### src/include/fbc_pkg.sv
// Constants shared by the flash command controller and its helpers.
// Assumes a byte-wide parallel flash driven through its strobe pins.
package fbc_pkg;
  localparam logic [11:0] UNLOCK_ADDR1 = 12'hAAA;
  localparam logic [11:0] UNLOCK_ADDR2 = 12'h555;
  localparam logic [7:0] UNLOCK_DATA1 = 8'hAA;
  localparam logic [7:0] UNLOCK_DATA2 = 8'h55;
  localparam logic [7:0] CMD_RESET = 8'hF0;
  localparam logic [7:0] CMD_AUTOSEL = 8'h90;
  localparam logic [7:0] CMD_SECENTER = 8'h88;
  localparam logic [7:0] CMD_PROGRAM = 8'hA0;
  localparam logic [7:0] CMD_SUSPEND = 8'hB0;
  localparam logic [7:0] CMD_RESUME = 8'h30;
  localparam logic [7:0] CMD_ERASE = 8'h80;
  localparam logic [7:0] CMD_CHIPERASE = 8'h10;
  localparam logic [7:0] CMD_SECTERASE = 8'h30;
  localparam logic [7:0] CMD_BUFLOAD = 8'h25;
  localparam logic [7:0] CMD_BUFCOMMIT = 8'h29;
  localparam logic [7:0] CMD_EXITDATA = 8'h00;
  localparam logic [7:0] CMD_PPBERASE = 8'h80;
  localparam logic [7:0] CMD_PPBERASE2 = 8'h30;
  localparam logic [11:0] ID_MAKER = 12'h000;
  localparam logic [11:0] ID_PART = 12'h002;
  localparam logic [11:0] ID_SECLOCK = 12'h006;
  localparam logic [11:0] ID_PROTECT = 12'h004;
  localparam int MAX_BUF_CYCLES = 37;
  // Operation codes written to the controller command register.
  localparam logic [3:0] OP_READ = 4'h0;
  localparam logic [3:0] OP_RESET = 4'h1;
  localparam logic [3:0] OP_AUTOSEL = 4'h2;
  localparam logic [3:0] OP_SECENTER = 4'h3;
  localparam logic [3:0] OP_EXIT = 4'h4;
  localparam logic [3:0] OP_PROGRAM = 4'h5;
  localparam logic [3:0] OP_BUFABORT = 4'h6;
  localparam logic [3:0] OP_SUSPEND = 4'h7;
  localparam logic [3:0] OP_RESUME = 4'h8;
  localparam logic [3:0] OP_CHIPERASE = 4'h9;
  localparam logic [3:0] OP_SECTERASE = 4'hA;
  localparam logic [3:0] OP_MODEENTRY = 4'hB;
  localparam logic [3:0] OP_MODEPROG = 4'hC;
  localparam logic [3:0] OP_PPBERASE = 4'hD;
  localparam logic [3:0] OP_RAW = 4'hE;
  // Register offsets on APB.
  localparam logic [7:0] REG_CTRL = 8'h00;
  localparam logic [7:0] REG_ADDR = 8'h04;
  localparam logic [7:0] REG_DATA = 8'h08;
  localparam logic [7:0] REG_STAT = 8'h0C;
  localparam logic [7:0] REG_RDATA = 8'h10;
  localparam int CTRL_OP_LSB = 0;
  localparam int CTRL_GO_BIT = 31;
  localparam int CTRL_FAST_BIT = 8;
  localparam int STAT_BUSY_BIT = 0;
  localparam int STAT_MODE_BIT = 1;
  localparam int STAT_SUSP_BIT = 2;
  localparam int STAT_ERASE_BIT = 3;
  localparam int STAT_ERR_BIT = 4;
  // Bus strobe timing, in ns, turned into 40 ns cycles.
  localparam int CLK_NS = 40;
  localparam int SETUP_NS = 40;
  localparam int PULSE_NS = 80;
  localparam int HOLD_NS = 40;
  localparam int SETUP_CYC = (SETUP_NS + CLK_NS - 1) / CLK_NS;
  localparam int PULSE_CYC = (PULSE_NS + CLK_NS - 1) / CLK_NS;
  localparam int HOLD_CYC = (HOLD_NS + CLK_NS - 1) / CLK_NS;
endpackage
### src/core/fbc_apb_regs.sv
// APB slave holding the controller's own command and status registers.
// Assumes a single-clock APB master; every access answers in one cycle.
module fbc_apb_regs #(
  parameter int AW = 22
) (
  input wire logic clk,
  input wire logic resetn,
  input wire logic ce,
  input wire logic psel,
  input wire logic penable,
  input wire logic pwrite,
  input wire logic [7:0] paddr,
  input wire logic [31:0] pwdata,
  output logic [31:0] prdata,
  output logic pready,
  output logic pslverr,
  input wire logic [4:0] status,
  input wire logic [7:0] lastRead,
  output logic goPulse,
  output logic [3:0] op,
  output logic fastReq,
  output logic [AW-1:0] cmdAddr,
  output logic [7:0] cmdData
);
  logic [31:0] ctrl_q, ctrl_d, addr_q, addr_d, data_q, data_d;
  logic [31:0] rd_d, rdat_q, rdat_d;
  logic go_d, go_q, err_d;
  logic rdy_q, rdy_d, slv_q, slv_d;
  logic acc, setup;

  assign acc = psel && penable;
  // The answer is prepared in the setup cycle and registered, so the bus
  // still sees no wait state while every output comes from a flop.
  assign setup = psel && !penable;

  always_comb begin
    ctrl_d = ctrl_q;
    addr_d = addr_q;
    data_d = data_q;
    go_d = 1'b0;
    rd_d = 32'h0000_0000;
    err_d = 1'b0;
    unique case (paddr)
      fbc_pkg::REG_CTRL: rd_d = ctrl_q;
      fbc_pkg::REG_ADDR: rd_d = addr_q;
      fbc_pkg::REG_DATA: rd_d = data_q;
      fbc_pkg::REG_STAT: rd_d = {27'h0, status};
      fbc_pkg::REG_RDATA: rd_d = {24'h0, lastRead};
      default: err_d = 1'b1;
    endcase
    if (acc && pwrite) begin
      unique case (paddr)
        fbc_pkg::REG_CTRL: begin
          ctrl_d = {1'b0, pwdata[30:0]};
          go_d = pwdata[fbc_pkg::CTRL_GO_BIT];
        end
        fbc_pkg::REG_ADDR: addr_d = pwdata;
        fbc_pkg::REG_DATA: data_d = {24'h0, pwdata[7:0]};
        default: ;
      endcase
    end
    rdat_d = setup ? rd_d : rdat_q;
    rdy_d = setup;
    slv_d = setup && err_d;
  end

  always_ff @(posedge clk or negedge resetn) begin
    if (!resetn) begin
      ctrl_q <= 32'h0000_0000;
      addr_q <= 32'h0000_0000;
      data_q <= 32'h0000_0000;
      go_q <= 1'b0;
      rdat_q <= 32'h0000_0000;
      rdy_q <= 1'b0;
      slv_q <= 1'b0;
    end else if (ce) begin
      ctrl_q <= ctrl_d;
      addr_q <= addr_d;
      data_q <= data_d;
      go_q <= go_d;
      rdat_q <= rdat_d;
      rdy_q <= rdy_d;
      slv_q <= slv_d;
    end
  end

  assign prdata = rdat_q;
  assign pready = rdy_q;
  assign pslverr = slv_q;
  assign goPulse = go_q;
  assign op = ctrl_q[fbc_pkg::CTRL_OP_LSB +: 4];
  assign fastReq = ctrl_q[fbc_pkg::CTRL_FAST_BIT];
  assign cmdAddr = addr_q[AW-1:0];
  assign cmdData = data_q[7:0];
endmodule

### src/core/fbc_bus_cycle.sv
// One flash bus cycle: a write strobe or a read with data capture.
// Assumes the flash pins are synchronous to clk.
module fbc_bus_cycle #(
  parameter int AW = 22
) (
  input wire logic clk,
  input wire logic resetn,
  input wire logic ce,
  input wire logic start,
  input wire logic isWrite,
  input wire logic [AW-1:0] addr,
  input wire logic [7:0] wdata,
  output logic done,
  output logic [7:0] rdata,
  output logic flashCeN,
  output logic flashWeN,
  output logic flashOeN,
  output logic [AW-1:0] flashAddr,
  output logic [7:0] flashDqOut,
  output logic flashDqOe,
  input wire logic [7:0] flashDqIn
);
  typedef enum logic [3:0] {
    S_IDLE = 4'b0001, S_SETUP = 4'b0010, S_PULSE = 4'b0100,
    S_HOLD = 4'b1000
  } fbc_bc_e;
  fbc_bc_e st_q, st_d;
  logic [3:0] cnt_q, cnt_d;
  logic wr_q, wr_d;
  logic [AW-1:0] a_q, a_d;
  logic [7:0] w_q, w_d, r_q, r_d;
  logic done_q, done_d;
  logic ceN_q, ceN_d, weN_q, weN_d, oeN_q, oeN_d, dqOe_q, dqOe_d;

  always_comb begin
    st_d = st_q;
    cnt_d = cnt_q;
    wr_d = wr_q;
    a_d = a_q;
    w_d = w_q;
    r_d = r_q;
    done_d = 1'b0;
    unique case (st_q)
      S_IDLE: if (start) begin
        wr_d = isWrite;
        a_d = addr;
        w_d = wdata;
        cnt_d = 4'(fbc_pkg::SETUP_CYC);
        st_d = S_SETUP;
      end
      S_SETUP: if (cnt_q <= 4'h1) begin
        cnt_d = 4'(fbc_pkg::PULSE_CYC);
        st_d = S_PULSE;
      end else cnt_d = cnt_q - 4'h1;
      S_PULSE: if (cnt_q <= 4'h1) begin
        // Read data is taken just before the strobe rises.
        if (!wr_q) r_d = flashDqIn;
        cnt_d = 4'(fbc_pkg::HOLD_CYC);
        st_d = S_HOLD;
      end else cnt_d = cnt_q - 4'h1;
      S_HOLD: if (cnt_q <= 4'h1) begin
        done_d = 1'b1;
        st_d = S_IDLE;
      end else cnt_d = cnt_q - 4'h1;
    endcase
    // Strobes are decoded from the next state and registered, so the pins
    // come from flops yet keep exactly the timing of the state register.
    ceN_d = (st_d == S_IDLE);
    weN_d = !(wr_d && st_d == S_PULSE);
    oeN_d = !(!wr_d && st_d == S_PULSE);
    dqOe_d = wr_d && (st_d != S_IDLE);
  end

  always_ff @(posedge clk or negedge resetn) begin
    if (!resetn) begin
      st_q <= S_IDLE;
      cnt_q <= 4'h0;
      wr_q <= 1'b0;
      a_q <= '0;
      w_q <= 8'h00;
      r_q <= 8'h00;
      done_q <= 1'b0;
      ceN_q <= 1'b1;
      weN_q <= 1'b1;
      oeN_q <= 1'b1;
      dqOe_q <= 1'b0;
    end else if (ce) begin
      st_q <= st_d;
      cnt_q <= cnt_d;
      wr_q <= wr_d;
      a_q <= a_d;
      w_q <= w_d;
      r_q <= r_d;
      done_q <= done_d;
      ceN_q <= ceN_d;
      weN_q <= weN_d;
      oeN_q <= oeN_d;
      dqOe_q <= dqOe_d;
    end
  end

  // Address is stable through setup and hold, so it is valid at both the
  // falling and the rising strobe edge.
  assign done = done_q;
  assign rdata = r_q;
  assign flashAddr = a_q;
  assign flashDqOut = w_q;
  assign flashDqOe = dqOe_q;
  assign flashCeN = ceN_q;
  assign flashWeN = weN_q;
  assign flashOeN = oeN_q;
endmodule

### src/core/fbc_host_ctrl.sv
// Host controller that issues byte-mode command sequences to a NOR flash.
// Assumes flash pins synchronous to clk and software on APB.
// Notes on behaviour
// - Unlocked commands open with AA at AAA, then 55 at 555, then code.
// - Reset code F0 to any address returns the flash to reading.
// - Secured region: enter with 88; leave with 90 then 00.
// - Buffer abort: unlock pair then F0 at AAA.
// - Every protection mode ends with 90 then 00; OP_RESET here also clears the mode flag after sending F0 alone.
// - Each password piece gets its own A0 then address and value.
// - Password reads drive the full address.
// - Fast-program pin held high while setting protection bits.
// - A buffered write must not pass 37 bus cycles.
// - Unlock-bypass is left with the bypass reset pair.
module fbc_host_ctrl #(
  parameter int AW = 22
) (
  input wire logic clk,
  input wire logic resetn,
  input wire logic clkEn,
  input wire logic psel,
  input wire logic penable,
  input wire logic pwrite,
  input wire logic [7:0] paddr,
  input wire logic [31:0] pwdata,
  output logic [31:0] prdata,
  output logic pready,
  output logic pslverr,
  output logic flashCeN,
  output logic flashWeN,
  output logic flashOeN,
  output logic [AW-1:0] flashAddr,
  output logic [7:0] flashDqOut,
  output logic flashDqOe,
  input wire logic [7:0] flashDqIn,
  output logic fastProgramPin
);
  typedef enum logic [3:0] {
    H_IDLE = 4'b0001, H_ISSUE = 4'b0010, H_WAIT = 4'b0100,
    H_NEXT = 4'b1000
  } fbc_h_e;

  typedef struct packed {
    logic valid;
    logic isWrite;
    logic [AW-1:0] addr;
    logic [7:0] data;
  } fbc_step_s;

  fbc_h_e st_q, st_d;
  logic [2:0] step_q, step_d;
  logic [3:0] opr_q, opr_d;
  logic mode_q, mode_d, susp_q, susp_d, erase_q, erase_d;
  logic err_q, err_d, fast_q, fast_d;
  logic [AW-1:0] ua_q, ua_d;
  logic [7:0] ud_q, ud_d, last_q, last_d;
  fbc_step_s cur;
  logic goPulse, fastReq, done, bcStart;
  logic [3:0] op;
  logic [AW-1:0] cmdAddr;
  logic [7:0] cmdData, rdata;
  logic [4:0] status;

  // Unlock write number n of a sequence; n is 0 or 1.
  function automatic fbc_step_s unlockStep(input logic n);
    fbc_step_s s;
    s.valid = 1'b1;
    s.isWrite = 1'b1;
    s.addr = n ? AW'(fbc_pkg::UNLOCK_ADDR2) : AW'(fbc_pkg::UNLOCK_ADDR1);
    s.data = n ? fbc_pkg::UNLOCK_DATA2 : fbc_pkg::UNLOCK_DATA1;
    return s;
  endfunction

  function automatic fbc_step_s wr(input logic [AW-1:0] a,
                                   input logic [7:0] d);
    fbc_step_s s;
    s.valid = 1'b1;
    s.isWrite = 1'b1;
    s.addr = a;
    s.data = d;
    return s;
  endfunction

  // Table of sequences; step index walks the bus cycles of one command.
  always_comb begin
    cur = '0;
    unique case (opr_q)
      fbc_pkg::OP_READ: if (step_q == 3'd0) begin
        cur = wr(ua_q, 8'h00);
        cur.isWrite = 1'b0;
      end
      fbc_pkg::OP_RESET: if (step_q == 3'd0)
        cur = wr(AW'(0), fbc_pkg::CMD_RESET);
      fbc_pkg::OP_AUTOSEL: unique case (step_q)
        3'd0, 3'd1: cur = unlockStep(step_q[0]);
        3'd2: cur = wr(AW'(fbc_pkg::UNLOCK_ADDR1), fbc_pkg::CMD_AUTOSEL);
        3'd3: begin
          cur = wr(ua_q, 8'h00);
          cur.isWrite = 1'b0;
        end
        default: ;
      endcase
      fbc_pkg::OP_SECENTER, fbc_pkg::OP_BUFABORT, fbc_pkg::OP_MODEENTRY:
        unique case (step_q)
          3'd0, 3'd1: cur = unlockStep(step_q[0]);
          3'd2: cur = wr(AW'(fbc_pkg::UNLOCK_ADDR1),
            opr_q == fbc_pkg::OP_SECENTER ? fbc_pkg::CMD_SECENTER :
            opr_q == fbc_pkg::OP_BUFABORT ? fbc_pkg::CMD_RESET : ud_q);
          default: ;
        endcase
      // A protection mode is left by the bare pair; the secured region
      // needs the unlock pair in front of it.
      fbc_pkg::OP_EXIT: if (mode_q) begin
        unique case (step_q)
          3'd0: cur = wr(AW'(0), fbc_pkg::CMD_AUTOSEL);
          3'd1: cur = wr(AW'(0), fbc_pkg::CMD_EXITDATA);
          default: ;
        endcase
      end else begin
        unique case (step_q)
          3'd0, 3'd1: cur = unlockStep(step_q[0]);
          3'd2: cur = wr(AW'(fbc_pkg::UNLOCK_ADDR1), fbc_pkg::CMD_AUTOSEL);
          3'd3: cur = wr(AW'(0), fbc_pkg::CMD_EXITDATA);
          default: ;
        endcase
      end
      fbc_pkg::OP_PROGRAM: unique case (step_q)
        3'd0, 3'd1: cur = unlockStep(step_q[0]);
        3'd2: cur = wr(AW'(fbc_pkg::UNLOCK_ADDR1), fbc_pkg::CMD_PROGRAM);
        3'd3: cur = wr(ua_q, ud_q);
        default: ;
      endcase
      fbc_pkg::OP_MODEPROG: unique case (step_q)
        3'd0: cur = wr(AW'(0), fbc_pkg::CMD_PROGRAM);
        3'd1: cur = wr(ua_q, ud_q);
        default: ;
      endcase
      fbc_pkg::OP_PPBERASE: unique case (step_q)
        3'd0: cur = wr(AW'(0), fbc_pkg::CMD_PPBERASE);
        3'd1: cur = wr(AW'(0), fbc_pkg::CMD_PPBERASE2);
        default: ;
      endcase
      fbc_pkg::OP_SUSPEND: if (step_q == 3'd0)
        cur = wr(AW'(0), fbc_pkg::CMD_SUSPEND);
      fbc_pkg::OP_RESUME: if (step_q == 3'd0)
        cur = wr(AW'(0), fbc_pkg::CMD_RESUME);
      fbc_pkg::OP_CHIPERASE, fbc_pkg::OP_SECTERASE:
        unique case (step_q)
          3'd0, 3'd1: cur = unlockStep(step_q[0]);
          3'd2: cur = wr(AW'(fbc_pkg::UNLOCK_ADDR1), fbc_pkg::CMD_ERASE);
          3'd3, 3'd4: cur = unlockStep(~step_q[0]);
          3'd5: cur = (opr_q == fbc_pkg::OP_CHIPERASE) ?
            wr(AW'(fbc_pkg::UNLOCK_ADDR1), fbc_pkg::CMD_CHIPERASE) :
            wr(ua_q, fbc_pkg::CMD_SECTERASE);
          default: ;
        endcase
      // Single raw write lets software walk a buffered write itself, one
      // cycle per order, keeping the total under the limit.
      fbc_pkg::OP_RAW: if (step_q == 3'd0) cur = wr(ua_q, ud_q);
      default: ;
    endcase
  end

  fbc_apb_regs #(.AW(AW)) uRegs (
    .clk(clk),
    .resetn(resetn),
    .ce(clkEn),
    .psel(psel),
    .penable(penable),
    .pwrite(pwrite),
    .paddr(paddr),
    .pwdata(pwdata),
    .prdata(prdata),
    .pready(pready),
    .pslverr(pslverr),
    .status(status),
    .lastRead(last_q),
    .goPulse(goPulse),
    .op(op),
    .fastReq(fastReq),
    .cmdAddr(cmdAddr),
    .cmdData(cmdData)
  );

  // An empty step ends the sequence and must not raise a stray strobe.
  assign bcStart = (st_q == H_ISSUE) && cur.valid;

  fbc_bus_cycle #(.AW(AW)) uCycle (
    .clk(clk),
    .resetn(resetn),
    .ce(clkEn),
    .start(bcStart),
    .isWrite(cur.isWrite),
    .addr(cur.addr),
    .wdata(cur.data),
    .done(done),
    .rdata(rdata),
    .flashCeN(flashCeN),
    .flashWeN(flashWeN),
    .flashOeN(flashOeN),
    .flashAddr(flashAddr),
    .flashDqOut(flashDqOut),
    .flashDqOe(flashDqOe),
    .flashDqIn(flashDqIn)
  );

  always_comb begin
    st_d = st_q;
    step_d = step_q;
    opr_d = opr_q;
    ua_d = ua_q;
    ud_d = ud_q;
    mode_d = mode_q;
    susp_d = susp_q;
    erase_d = erase_q;
    err_d = err_q;
    last_d = last_q;
    fast_d = fast_q;
    unique case (st_q)
      H_IDLE: if (goPulse) begin
        st_d = H_ISSUE;
        err_d = 1'b0;
        opr_d = op;
        ua_d = cmdAddr;
        ud_d = cmdData;
        step_d = 3'd0;
        // Mode instructions are refused outside a mode.
        if (((op == fbc_pkg::OP_MODEPROG || op == fbc_pkg::OP_PPBERASE)
             && !mode_q) || (op == fbc_pkg::OP_SUSPEND && !erase_q)
            || (op == fbc_pkg::OP_RESUME && !susp_q)) begin
          err_d = 1'b1;
          st_d = H_IDLE;
        end
        // Fast pin raised for every OP_MODEPROG, or when fastReq asks; not forced for PPB erase.
        fast_d = fastReq || (op == fbc_pkg::OP_MODEPROG);
      end
      H_ISSUE: st_d = cur.valid ? H_WAIT : H_IDLE;
      H_WAIT: if (done) begin
        if (!cur.isWrite) last_d = rdata;
        st_d = H_NEXT;
      end
      H_NEXT: begin
        step_d = step_q + 3'd1;
        st_d = H_ISSUE;
      end
    endcase
    // Mode, suspend and erase flags move only once the whole sequence is out, so that every step
    // of one sequence is decoded in the same mode.
    if (st_q == H_ISSUE && !cur.valid) begin
      fast_d = fastReq;
      unique case (opr_q)
        fbc_pkg::OP_MODEENTRY: mode_d = 1'b1;
        fbc_pkg::OP_EXIT, fbc_pkg::OP_RESET: mode_d = 1'b0;
        fbc_pkg::OP_SECTERASE: erase_d = 1'b1;
        fbc_pkg::OP_SUSPEND: susp_d = 1'b1;
        fbc_pkg::OP_RESUME: susp_d = 1'b0;
        default: ;
      endcase
    end
  end

  always_ff @(posedge clk or negedge resetn) begin
    if (!resetn) begin
      st_q <= H_IDLE;
      step_q <= 3'd0;
      opr_q <= 4'h0;
      ua_q <= '0;
      ud_q <= 8'h00;
      mode_q <= 1'b0;
      susp_q <= 1'b0;
      erase_q <= 1'b0;
      err_q <= 1'b0;
      last_q <= 8'h00;
      fast_q <= 1'b0;
    end else if (clkEn) begin
      st_q <= st_d;
      step_q <= step_d;
      opr_q <= opr_d;
      ua_q <= ua_d;
      ud_q <= ud_d;
      mode_q <= mode_d;
      susp_q <= susp_d;
      erase_q <= erase_d;
      err_q <= err_d;
      last_q <= last_d;
      fast_q <= fast_d;
    end
  end

  // Erase state is cleared only by resetn, not by OP_RESET; no status polling here.
  assign status = {err_q, erase_q, susp_q, mode_q, st_q != H_IDLE};
  assign fastProgramPin = fast_q;

  chk_unlock_first: assert property (@(posedge clk) disable iff (!resetn)
    (st_q == H_ISSUE && step_q == 3'd0 && opr_q == fbc_pkg::OP_PROGRAM)
    |-> cur.addr == AW'(12'hAAA) && cur.data == 8'hAA)
    else $error("first unlock write wrong");
  chk_reset_code: assert property (@(posedge clk) disable iff (!resetn)
    (st_q == H_ISSUE && opr_q == fbc_pkg::OP_RESET && step_q == 3'd0)
    |-> cur.data == 8'hF0 && cur.isWrite)
    else $error("reset code wrong");
  chk_mode_gate: assert property (@(posedge clk) disable iff (!resetn)
    (st_q == H_IDLE && goPulse && clkEn && op == fbc_pkg::OP_MODEPROG
     && !mode_q) |=> st_q == H_IDLE && err_q)
    else $error("mode instruction not refused");
  chk_fast_pin: assert property (@(posedge clk) disable iff (!resetn)
    (st_q == H_WAIT && opr_q == fbc_pkg::OP_MODEPROG) |-> fast_q)
    else $error("fast pin low while setting bits");
  chk_suspend_gate: assert property (@(posedge clk) disable iff (!resetn)
    (st_q == H_IDLE && goPulse && clkEn && op == fbc_pkg::OP_RESUME
     && !susp_q) |=> err_q)
    else $error("resume not refused");
  chk_autosel_read: assert property (@(posedge clk) disable iff (!resetn)
    (st_q == H_ISSUE && opr_q == fbc_pkg::OP_AUTOSEL && step_q == 3'd3)
    |-> !cur.isWrite && cur.addr == ua_q)
    else $error("autoselect read wrong");
  chk_erase_six: assert property (@(posedge clk) disable iff (!resetn)
    (st_q == H_ISSUE && opr_q == fbc_pkg::OP_CHIPERASE && step_q == 3'd5)
    |-> cur.data == 8'h10 && cur.addr == AW'(12'hAAA))
    else $error("chip erase final write wrong");
  chk_exit_pair: assert property (@(posedge clk) disable iff (!resetn)
    (st_q == H_ISSUE && opr_q == fbc_pkg::OP_EXIT && mode_q
     && step_q == 3'd1)
    |-> cur.data == 8'h00 && $past(cur.data, 4) == 8'h90)
    else $error("exit pair wrong");
endmodule

### config.mk
export PLATFORM = sky130hd
export DESIGN_NAME = fbc_host_ctrl
export DESIGN_NICKNAME = d
export VERILOG_FILES = /design/src/include/fbc_pkg.sv /design/src/core/fbc_apb_regs.sv /design/src/core/fbc_bus_cycle.sv /design/src/core/fbc_host_ctrl.sv
export SDC_FILE = /design/constraint.sdc
export NUM_CORES = 1
export LEC_CHECK = 0
export BUFFER_PORTS_ARGS = -buffer_cell sky130_fd_sc_hd__buf_2
export CAP_MARGIN = 10
export CORE_MARGIN = 10
export CORE_UTILIZATION = 30
export DETAILED_ROUTE_END_ITERATION = 16
export GPL_TIMING_DRIVEN = 0
export PLACE_DENSITY = 0.59
export SLEW_MARGIN = 20
export SYNTH_ARGS = -nofsm -noshare
export SYNTH_HDL_FRONTEND = slang
export SYNTH_HIERARCHICAL = 1
export SYNTH_SLANG_ARGS = --single-unit
export TNS_END_PERCENT = 30
### constraint.sdc
create_clock -name clk -period 4.1 [get_ports clk]
set_input_delay 0.205 -clock clk [delete_from_list [all_inputs] [get_ports clk]]
set_output_delay 0.205 -clock clk [all_outputs]
set_load 0.05 [all_outputs]
# Word level (Yosys, flattened, before mapping)
# Cells that the tools add are included.
# totals
register_bits,212
output_inout_bits,69
word_cells,183
# classes
add_sub_neg,2
order_cmp,1
eq_ne,43
n_mux,53
bitwise,2
reduce_logical,53
# ops
op,count
$pmux 32 s12,1
$pmux 32 s3,3
$pmux 32 s2,4
$mux 32,6
$pmux 32 s5,1
$pmux 32 s4,1
$eq 4x4->1 const B,12
$pmux 4 s4,3
$mux 4,10
$reduce_and 3->1,12
$eq 4x3->1 const B,8
$mux 8,4
$mux 30,1
$mux 12,2
$eq 4x1->1 const B,4
$eq 4x2->1 const B,4
$eq 8x4->1 const B,2
$logic_and 1x1->1,12
$mux 1,11
$reduce_bool 2->1,5
$eq 8x3->1 const B,1
$eq 8x5->1 const B,1
$logic_not 1->1,8
$logic_not 8->1,1
other kinds (22),37

# Logic depth before layout (Yosys ltp)
# Gate-level depths: netlist of run 1.
# depth
depth_word,11
ltp_mapped,14
mapped_depth_nobuf,12

# By module
# The synthesis of run 1 kept the hierarchy.
# by_module_without_submodules
module,instances,cells_each,area_each_um2,seq_area_each_um2
fbc_apb_regs,1,377,4853.4,2652.5
fbc_host_ctrl,1,403,3619.7,1352.5
fbc_bus_cycle,1,182,2282.2,1306.3

# Least setup slack after synthesis of run 1
# No wires, ideal clock.
# synth_timing
kind,register -> register
start,register step_q[0]
end,register uCycle.a_q[0] (netlist: uCycle/flashAddr[0])
arrival_time_ns,2.941
required_time_ns,3.975
path_slack_ns,1.034
stages_incl_launch_ff,13
path_buffers,2
cell_sequence,dfrtp_1 -> clkbuf_1 -> inv_1 -> ha_1 -> nor2_2 -> or4_1 -> and3_4 -> o2111a_1 -> nor2b_1 -> nand2_1 -> nor2_1 -> buf_4 -> mux2_2
# synth_between
elab_chain_cells,7
# synth_lines
element,line_no,rtl
start: declaration,fbc_host_ctrl.sv:50,"logic [2:0] step_q, step_d;"
start signal: assignment,fbc_host_ctrl.sv:276,step_q <= step_d;
$eq 3x1->1 / $logic_not 3->1 (equally long branches),--,
$reduce_or 2->1,--,
$pmux 32 s3,fbc_host_ctrl.sv:119,unique case (step_q)
$mux 32,fbc_host_ctrl.sv:112,fbc_pkg::OP_EXIT: if (mode_q) begin
$pmux 32 s12 *,fbc_host_ctrl.sv:86,unique case (opr_q)
$logic_and 1x1->1 *,fbc_host_ctrl.sv:185,assign bcStart = (st_q == H_ISSUE) && cur.valid;
via bcStart,fbc_host_ctrl.sv:57,"logic goPulse, fastReq, done, bcStart;"
$reduce_and 3->1 (no source line) *,--,
end signal: assignment,fbc_bus_cycle.sv:79,a_q <= '0;
end signal: assignment,fbc_bus_cycle.sv:91,a_q <= a_d;
end: declaration,fbc_bus_cycle.sv:30,"logic [AW-1:0] a_q, a_d;"
# Mark *: on every way through the listed nets, which the timed path passes. The rest lies on a longest branch.
# A chain may end at the register's enable or synchronous reset.

# Final worst setup path of run 1
# layout_timing
start,register step_q[0]
end,register uCycle.a_q[10] (netlist: uCycle/flashAddr[10])
# Same word-level chain as after synthesis.

==> flow_metrics.tcl, run 1 <==
set metrics [dict create \
    cp.required_ns 4.48 \
    worstPathArrival_ns 4.06 \
    wl_met1_um 13500 \
    syn_to_final_growth_pct 21.4 \
    postCtsSetupBuffers 0 \
    gr-total-overflow 0 \
    finClkSkew_ns 0.0166 \
    seq_area_um2 5310 \
    port_buffers 121 \
    cts_tree "done" \
    route.detailed.drc 0 \
    worstSetupPathType "flop to flop" \
    yosysSeqAreaShare_pct 49.4 \
    fp-row-count 69 \
    synth_edf_count 0 \
    p_leak_nw 6.37 \
    fin_setup_tns_ns 0 \
    min_path_cells 4 \
    cp_slowest_stage_delay_ns 0.54 \
    syn_inst 962 \
    multi_input_area_um2 4760 \
    critical_path.max_fanout 10 \
    drt-vias-per-instance 5.03 \
    synth_top_area_share_pct 48.2 \
    fill_cells 3481 \
    status "finished, final reports clean" \
    critPathMostFrequentCell "nor2_1" \
    routed_wl_um 30900 \
    dpl_worst_slack_ns 0.273 \
    syn_nets 1023 \
    met3WireLength_um 1760 \
    place_hpwl_um 23200 \
    slew_viol_final 0 \
    insertion_delay_ns 0.51 \
    reg2regPathDepth 12 \
    ys_ff_latch 212 \
    drtIter0Drc 507 \
    syn_area_per_cell_um2 11.2 \
    end_kind "flop" \
    max-cap-violations 0 \
    pin_count 123 \
    routabilityCongestion 0.914 \
    ys.flop_type "dfrtp_1" \
    drive_gt1_share_pct 29.6 \
    antenna_cells 0 \
    synth_area_um2 10800 \
    post_drt_wl_per_cell_um 19.1 \
    cp_slowest_cell "nor3_1" \
    dr.pass1.iters 4 \
    fin_ws_ns 0.418 \
    initial_core_util_pct 30.3 \
    hold_path.class "input port to flop" \
    ys_warn_count 6 \
    grt_max_degree 83 \
    clk_pin_slew_ns 0.06 \
    final_common_cell "dfrtp_1" \
    grt_pass1_vias 8750 \
    utilization_pct 36.8 \
    die_w_um 209 \
    start_kind "flop" \
    synthDistinctLibCells 78 \
    routed.top_layer "met4" \
    core_um2 35500 \
    crit_chain "clkbuf_1 -> inv_1 -> ha_1 -> or2b_1 -> nor3_1 -> nor2_1 -> o2111a_1 -> nor2b_2 -> nand2_1 -> nor2_1 -> buf_4 -> mux2_2" \
    ant_nets 0 \
    worstHoldStart "paddr[5]" \
    r2r-start "step_q[0]$_DFFE_PN0P_" \
    grt_setup_unrepaired "false" \
    nets 1212 \
    dieArea_um2 43800 \
    p_per_area_nw_per_um2 404 \
    hold_viol_final 0 \
    max_slew_margin_pct 47.6 \
    period_needed_ns 3.68 \
    cp.depth 12 \
    startpoint "step_q[0]$_DFFE_PN0P_" \
    cts-root-buf "clkbuf_16" \
    peakVddDrop_v 0.000269 \
    cp.buffers_inverters 3 \
    worst_slew_pin_slew_ns 0.779 \
    final_cell_mix "dfrtp_1, buf_2, nand2_1" \
    fp.dieH_um 209 \
    p_total_mw 5.28 \
    synth_area_leaders "dfrtp_1, mux2_2, mux2_1" \
    cts_max_level 1 \
    cts.sinks 212 \
    timing.fmax_ghz 0.272 \
    cpLargestDelayFamily "simple AND/OR/NAND/NOR gates" \
    ys_async_sr_fraction_pct 100 \
    synth_top_cell_by_area "dfrtp_1" \
    grt_pass1_wl_um 49900 \
    cts_max_path_buffers 3 \
    fin_crit_sh_pct 89.8 \
    antenna_found_initial 0 \
    tritoncts.num_buffers 23 \
    setup_viol 0 \
    vias 8154 \
    dr_wl_met2_um 14900 \
    grt_use_total_pct 13.9 \
]
## layout make-up
cell class                 instances  share of cell area [%]
clock buffer                      33                    4.85
timing repair buffer             164                    8.28
multi-input combinational        642                    36.5
tap                              461                    4.42
inverter                          22                   0.632
sequential                       212                    40.7
clock inverter                     2                  0.0767
buffer                            86                    4.59
## sequential cells by signal, summed over array words and instances (netlist names), 3 cells and up
signal and cells:
uCycle/st_q 4, uRegs/data_q 8, uCycle/rdata 8, opr_q 4, ud_q 8, last_q 8
uCycle/flashAddr 22, uCycle/flashDqOut 8, step_q 3, st_q 4, uCycle/cnt_q 4, uRegs/prdata 32
ua_q 22, uRegs/ctrl_q 31, uRegs/addr_q 32
## cell usage after synthesis, drive strengths merged (5+ instances only)
cell type,count
dfrtp,207
mux2,148
nand2,94
o21ai,73
buf,60
nor2,46
a21oi,27
a22oi,26
clkbuf,26
inv,22
nor2b,20
nor3,18
nand3,14
a21o,13
mux2i,13
nand2b,11
o22ai,11
nor4,9
a22o,8
a31oi,7
ha,7
nor4b,7
o211ai,6
o21bai,6
and2,5
and3,5
dfstp,5
nand3b,5
## cell families after synthesis
group           share of synthesized area [%]
simple gates                             13.0
buf+inv                                  6.34
fa+ha+maj                               0.814
compound gates                           12.8
mux                                      17.4
xor+xnor                                0.244
flops                                    49.4
## layer usage
metal  track usage, %  vias to the layer above
met2             23.3                      223
met1             17.4                     4058
met5                0                        -
li1                 -                     3822
met3             2.69                       51
met4             4.61                        0
## path summary, 6_finish.rpt
kind	end	slack [ns]
worst max-delay path	uCycle/flashAddr[10]$_DFFE_PN0P_	0.42
max in group asynchronous	uCycle/flashAddr[2]$_DFFE_PN0P_	2.68
worst min-delay path	uRegs/prdata[4]$_DFFE_PN0P_	0.09
min in group asynchronous	uRegs/prdata[20]$_DFFE_PN0P_	0.24
worst min register to register	uRegs/prdata[14]$_DFFE_PN0P_	0.48
worst max register to register	uCycle/flashAddr[10]$_DFFE_PN0P_	0.42
## repair_timing
action,CTS,global route
hold buffers,41,0
resized for setup,0,1
endpoints found under the setup margin,0,10
hold endpoints to repair,143,0
## worst register-to-register path: cells and delay by family (launching register included)
family          cells  cell delay [ns]
fa+ha+maj           1             0.27
flops               1             0.39
compound gates      1             0.21
mux                 1             0.37
buf+inv             3             0.69
simple gates        6             1.64
## per-stage QoR
| step | instances | instance area, um2 | hold slack (ns) |
|---|---|---|---|
| 6_report | 1622 | 13100 | 0.0893 |
| 5_1_grt | 1622 | 13100 | 0.0951 |
| 4_1_cts | 1622 | 13100 | 0.0753 |
| 3_5_place_dp | 1546 | 12000 | 0.202 |
| 3_3_place_gp | 1544 | 11900 | 0.435 |
| 2_1_floorplan | 962 | 10800 | -0.0906 |
## where the power goes
group	internal, mW	switching, mW	total [mW]
Sequential	2.23	0.0706	2.30
Clock	1.06	0.799	1.86
Combinational	0.430	0.697	1.13
Total	3.72	1.57	5.28
No activity file was read; power rests on OpenSTA's default activity.
==> inputs of run 2 (changes only) <==
--- a/config.mk
+++ b/config.mk
@@ -5,14 +5,14 @@
 export SDC_FILE = /design/constraint.sdc
 export NUM_CORES = 1
 export LEC_CHECK = 0
-export BUFFER_PORTS_ARGS = -buffer_cell sky130_fd_sc_hd__buf_2
+export BUFFER_PORTS_ARGS = -buffer_cell sky130_fd_sc_hd__buf_4
 export CAP_MARGIN = 10
 export CORE_MARGIN = 10
 export CORE_UTILIZATION = 30
 export DETAILED_ROUTE_END_ITERATION = 16
 export GPL_TIMING_DRIVEN = 0
 export PLACE_DENSITY = 0.59
-export SLEW_MARGIN = 20
+export SLEW_MARGIN = 10
 export SYNTH_ARGS = -nofsm -noshare
 export SYNTH_HDL_FRONTEND = slang
 export SYNTH_HIERARCHICAL = 1
==> constraint.sdc (replaced) <==
create_clock -name clk -period 4.1 [get_ports clk]
set_input_delay 0 -clock clk [delete_from_list [all_inputs] [get_ports clk]]
set_output_delay 0 -clock clk [all_outputs]
set_load 0.05 [all_outputs]
==> run 2 against run 1 <==
Effect of this change:
- sequential cell count unchanged
- setup slack better by 0.020 ns
- critical path depth unchanged
- global-route usage up 0.074 points
- highest routed layer unchanged
- register-to-register slack better by 0.02 ns
- sequential power about the same
- clock skew down 0.0032 ns
- cell area up 4.3%
- die area unchanged
- the run now ends with negative hold slack left
- clock power up 20%
- combinational power about the same
==> flow_metrics.tcl, run 2 (synthesis results as in run 1) <==
set metrics [dict create \
    final_cell_area_um2 13600 \
    clkPwrFrac_pct 39.2 \
    timing.fmax_ghz 0.273 \
    cts-root-buf "clkbuf_16" \
    cp_slowest_cell "or4_1" \
    grt_max_degree 84 \
    cpLargestDelayFamily "simple AND/OR/NAND/NOR gates" \
    cts.sinks 212 \
    fin_ws_ns 0.438 \
    fill_cells 3474 \
    timing.hold.ws_ns -0.00652 \
    core_um2 35500 \
    cts_tree "done" \
    routed_wl_um 31100 \
    grt_setup_unrepaired "false" \
    die_w_um 209 \
    port_buffers 121 \
    initial_core_util_pct 30.3 \
    dieArea_um2 43800 \
    setup_viol 0 \
    max-cap-violations 0 \
    power_frac_seq_pct 40.4 \
    fp.dieH_um 209 \
    critical_path.max_fanout 10 \
    start_kind "flop" \
    cp_slowest_stage_delay_ns 0.53 \
    cts_max_level 1 \
    drive_gt1_share_pct 30.7 \
    place_hpwl_um 23100 \
    hold_viol_final 2 \
    ant_nets 0 \
    slew_viol_final 0 \
    p_leak_nw 6.54 \
    fp-row-count 69 \
    route.detailed.drc 0 \
    failed_checks "negative hold slack" \
    seq_area_um2 5310 \
    grt_use_total_pct 13.9 \
    drt-vias-per-instance 4.96 \
    place_area_um2 12300 \
    fin_setup_tns_ns 0 \
    nets 1220 \
    dpl_worst_slack_ns 0.203 \
    dr.pass1.iters 7 \
    syn_to_final_growth_pct 26.7 \
    grt_pass1_vias 8479 \
    grt_pass1_wl_um 49900 \
    p_per_area_nw_per_um2 418 \
    antenna_cells 0 \
    power_frac_comb_pct 20.4 \
    gr-total-overflow 0 \
    crit_chain "clkbuf_1 -> inv_1 -> ha_1 -> nor2_2 -> or4_1 -> and3_4 -> o2111a_1 -> nor2b_2 -> nand2_1 -> nor2_1 -> buf_4 -> mux2_2" \
    cp.required_ns 4.50 \
    pin_count 123 \
    clk_pin_slew_ns 0.06 \
    status "complete, but fails checks" \
    final_common_cell "dfrtp_1" \
    antenna_found_initial 0 \
    switching_share_pct 29.2 \
    cts_max_path_buffers 3 \
    cp.buffers_inverters 3 \
    post_drt_wl_per_cell_um 19.0 \
    intPower_mw 4.03 \
    hold_path.class "input port to async pin" \
    worst_slew_pin_slew_ns 0.752 \
    postCtsSetupBuffers 0 \
    worstSetupPathType "flop to flop" \
    tritoncts.num_buffers 24 \
    switchingPower_mw 1.67 \
    finClkSkew_ns 0.0133 \
    peakVddDrop_v 0.000354 \
    routabilityCongestion 0.868 \
    vias 8117 \
    period_needed_ns 3.66 \
    fin_crit_sh_pct 89.3 \
    final_cell_mix "dfrtp_1, buf_4, nand2_1" \
    worstPathArrival_ns 4.06 \
    multi_input_area_um2 4770 \
    max_slew_margin_pct 49.4 \
    insertion_delay_ns 0.52 \
    drtIter0Drc 468 \
    end_kind "flop" \
]
==> run 2: changes by cell type in the layout (fill, tap and decap cells not counted), moves of 4 or more <==
| cell | change |
|---|---|
| buf_2 | -120 |
| buf_4 | +120 |
| clkbuf_1 | -7 |
| dlygate4sd3_1 | +7 |
| clkbuf_8 | +4 |
| clkinv_2 | +4 |
==> run 2: timing repair <==
action | in CTS | in global routing
hold buffers | 48 | 0
endpoints found under the hold margin | 229 | 0
setup endpoints to repair | 0 | 30
resized for setup | 0 | 2
==> run 2: stage by stage <==
| step | utilization [%] | total power, mW | std cells |
|---|---|---|---|
| floorplan | - | 3.10 | 962 |
| global placement | 34.5 | 3.43 | 1544 |
| detailed placement | 34.7 | 3.45 | 1546 |
| CTS | 38.4 | 5.73 | 1638 |
| global route | 38.4 | 5.99 | 1638 |
| finish | 38.4 | 5.69 | 1638 |
==> run 2: path summary, 6_finish.rpt <==
path,startpoint,endpoint,slack (ns),cells past startpoint
setup / recovery,step_q[0]$_DFFE_PN0P_,uCycle/flashAddr[6]$_DFFE_PN0P_,0.44,12
hold / removal,resetn,uRegs/prdata[20]$_DFFE_PN0P_,-0.007,2
setup reg to reg,step_q[0]$_DFFE_PN0P_,uCycle/flashAddr[6]$_DFFE_PN0P_,0.44,12
hold reg to reg,uRegs/prdata[16]$_DFFE_PN0P_,uRegs/prdata[16]$_DFFE_PN0P_,0.48,2
max in group asynchronous,resetn,uCycle/flashDqOut[6]$_DFFE_PN0P_,2.93,4
min in group clk,paddr[4],uRegs/prdata[4]$_DFFE_PN0P_,0.04,5
==> run 2: final cells by class <==
type | count | share of cell area, %
clock buffers | 32 | 5.22
clock inverters | 12 | 0.900
multi-input cells | 642 | 35.0
plain buffers | 86 | 4.40
flip-flops and latches | 212 | 39.0
repair buffers | 171 | 10.7
well taps | 461 | 4.23
inverters | 22 | 0.606
==> run 2: layer usage <==
metal	track usage [%]	wire, um	part of all wire (%)
met5	0	0	0
met4	2.93	520	1.7
met3	2.87	1780	5.7
met2	23.2	15000	48
met1	18.2	13800	44
==> run 2: power groups by stage <==
stage | combinational, mW | sequential [mW] | clock, mW
finish | 1.16 | 2.30 | 2.23
global route | 1.29 | 2.31 | 2.39
CTS | 1.15 | 2.30 | 2.28
detailed placement | 1.11 | 2.34 | 0
global placement | 1.09 | 2.33 | 0
floorplan | 0.742 | 2.35 | 0
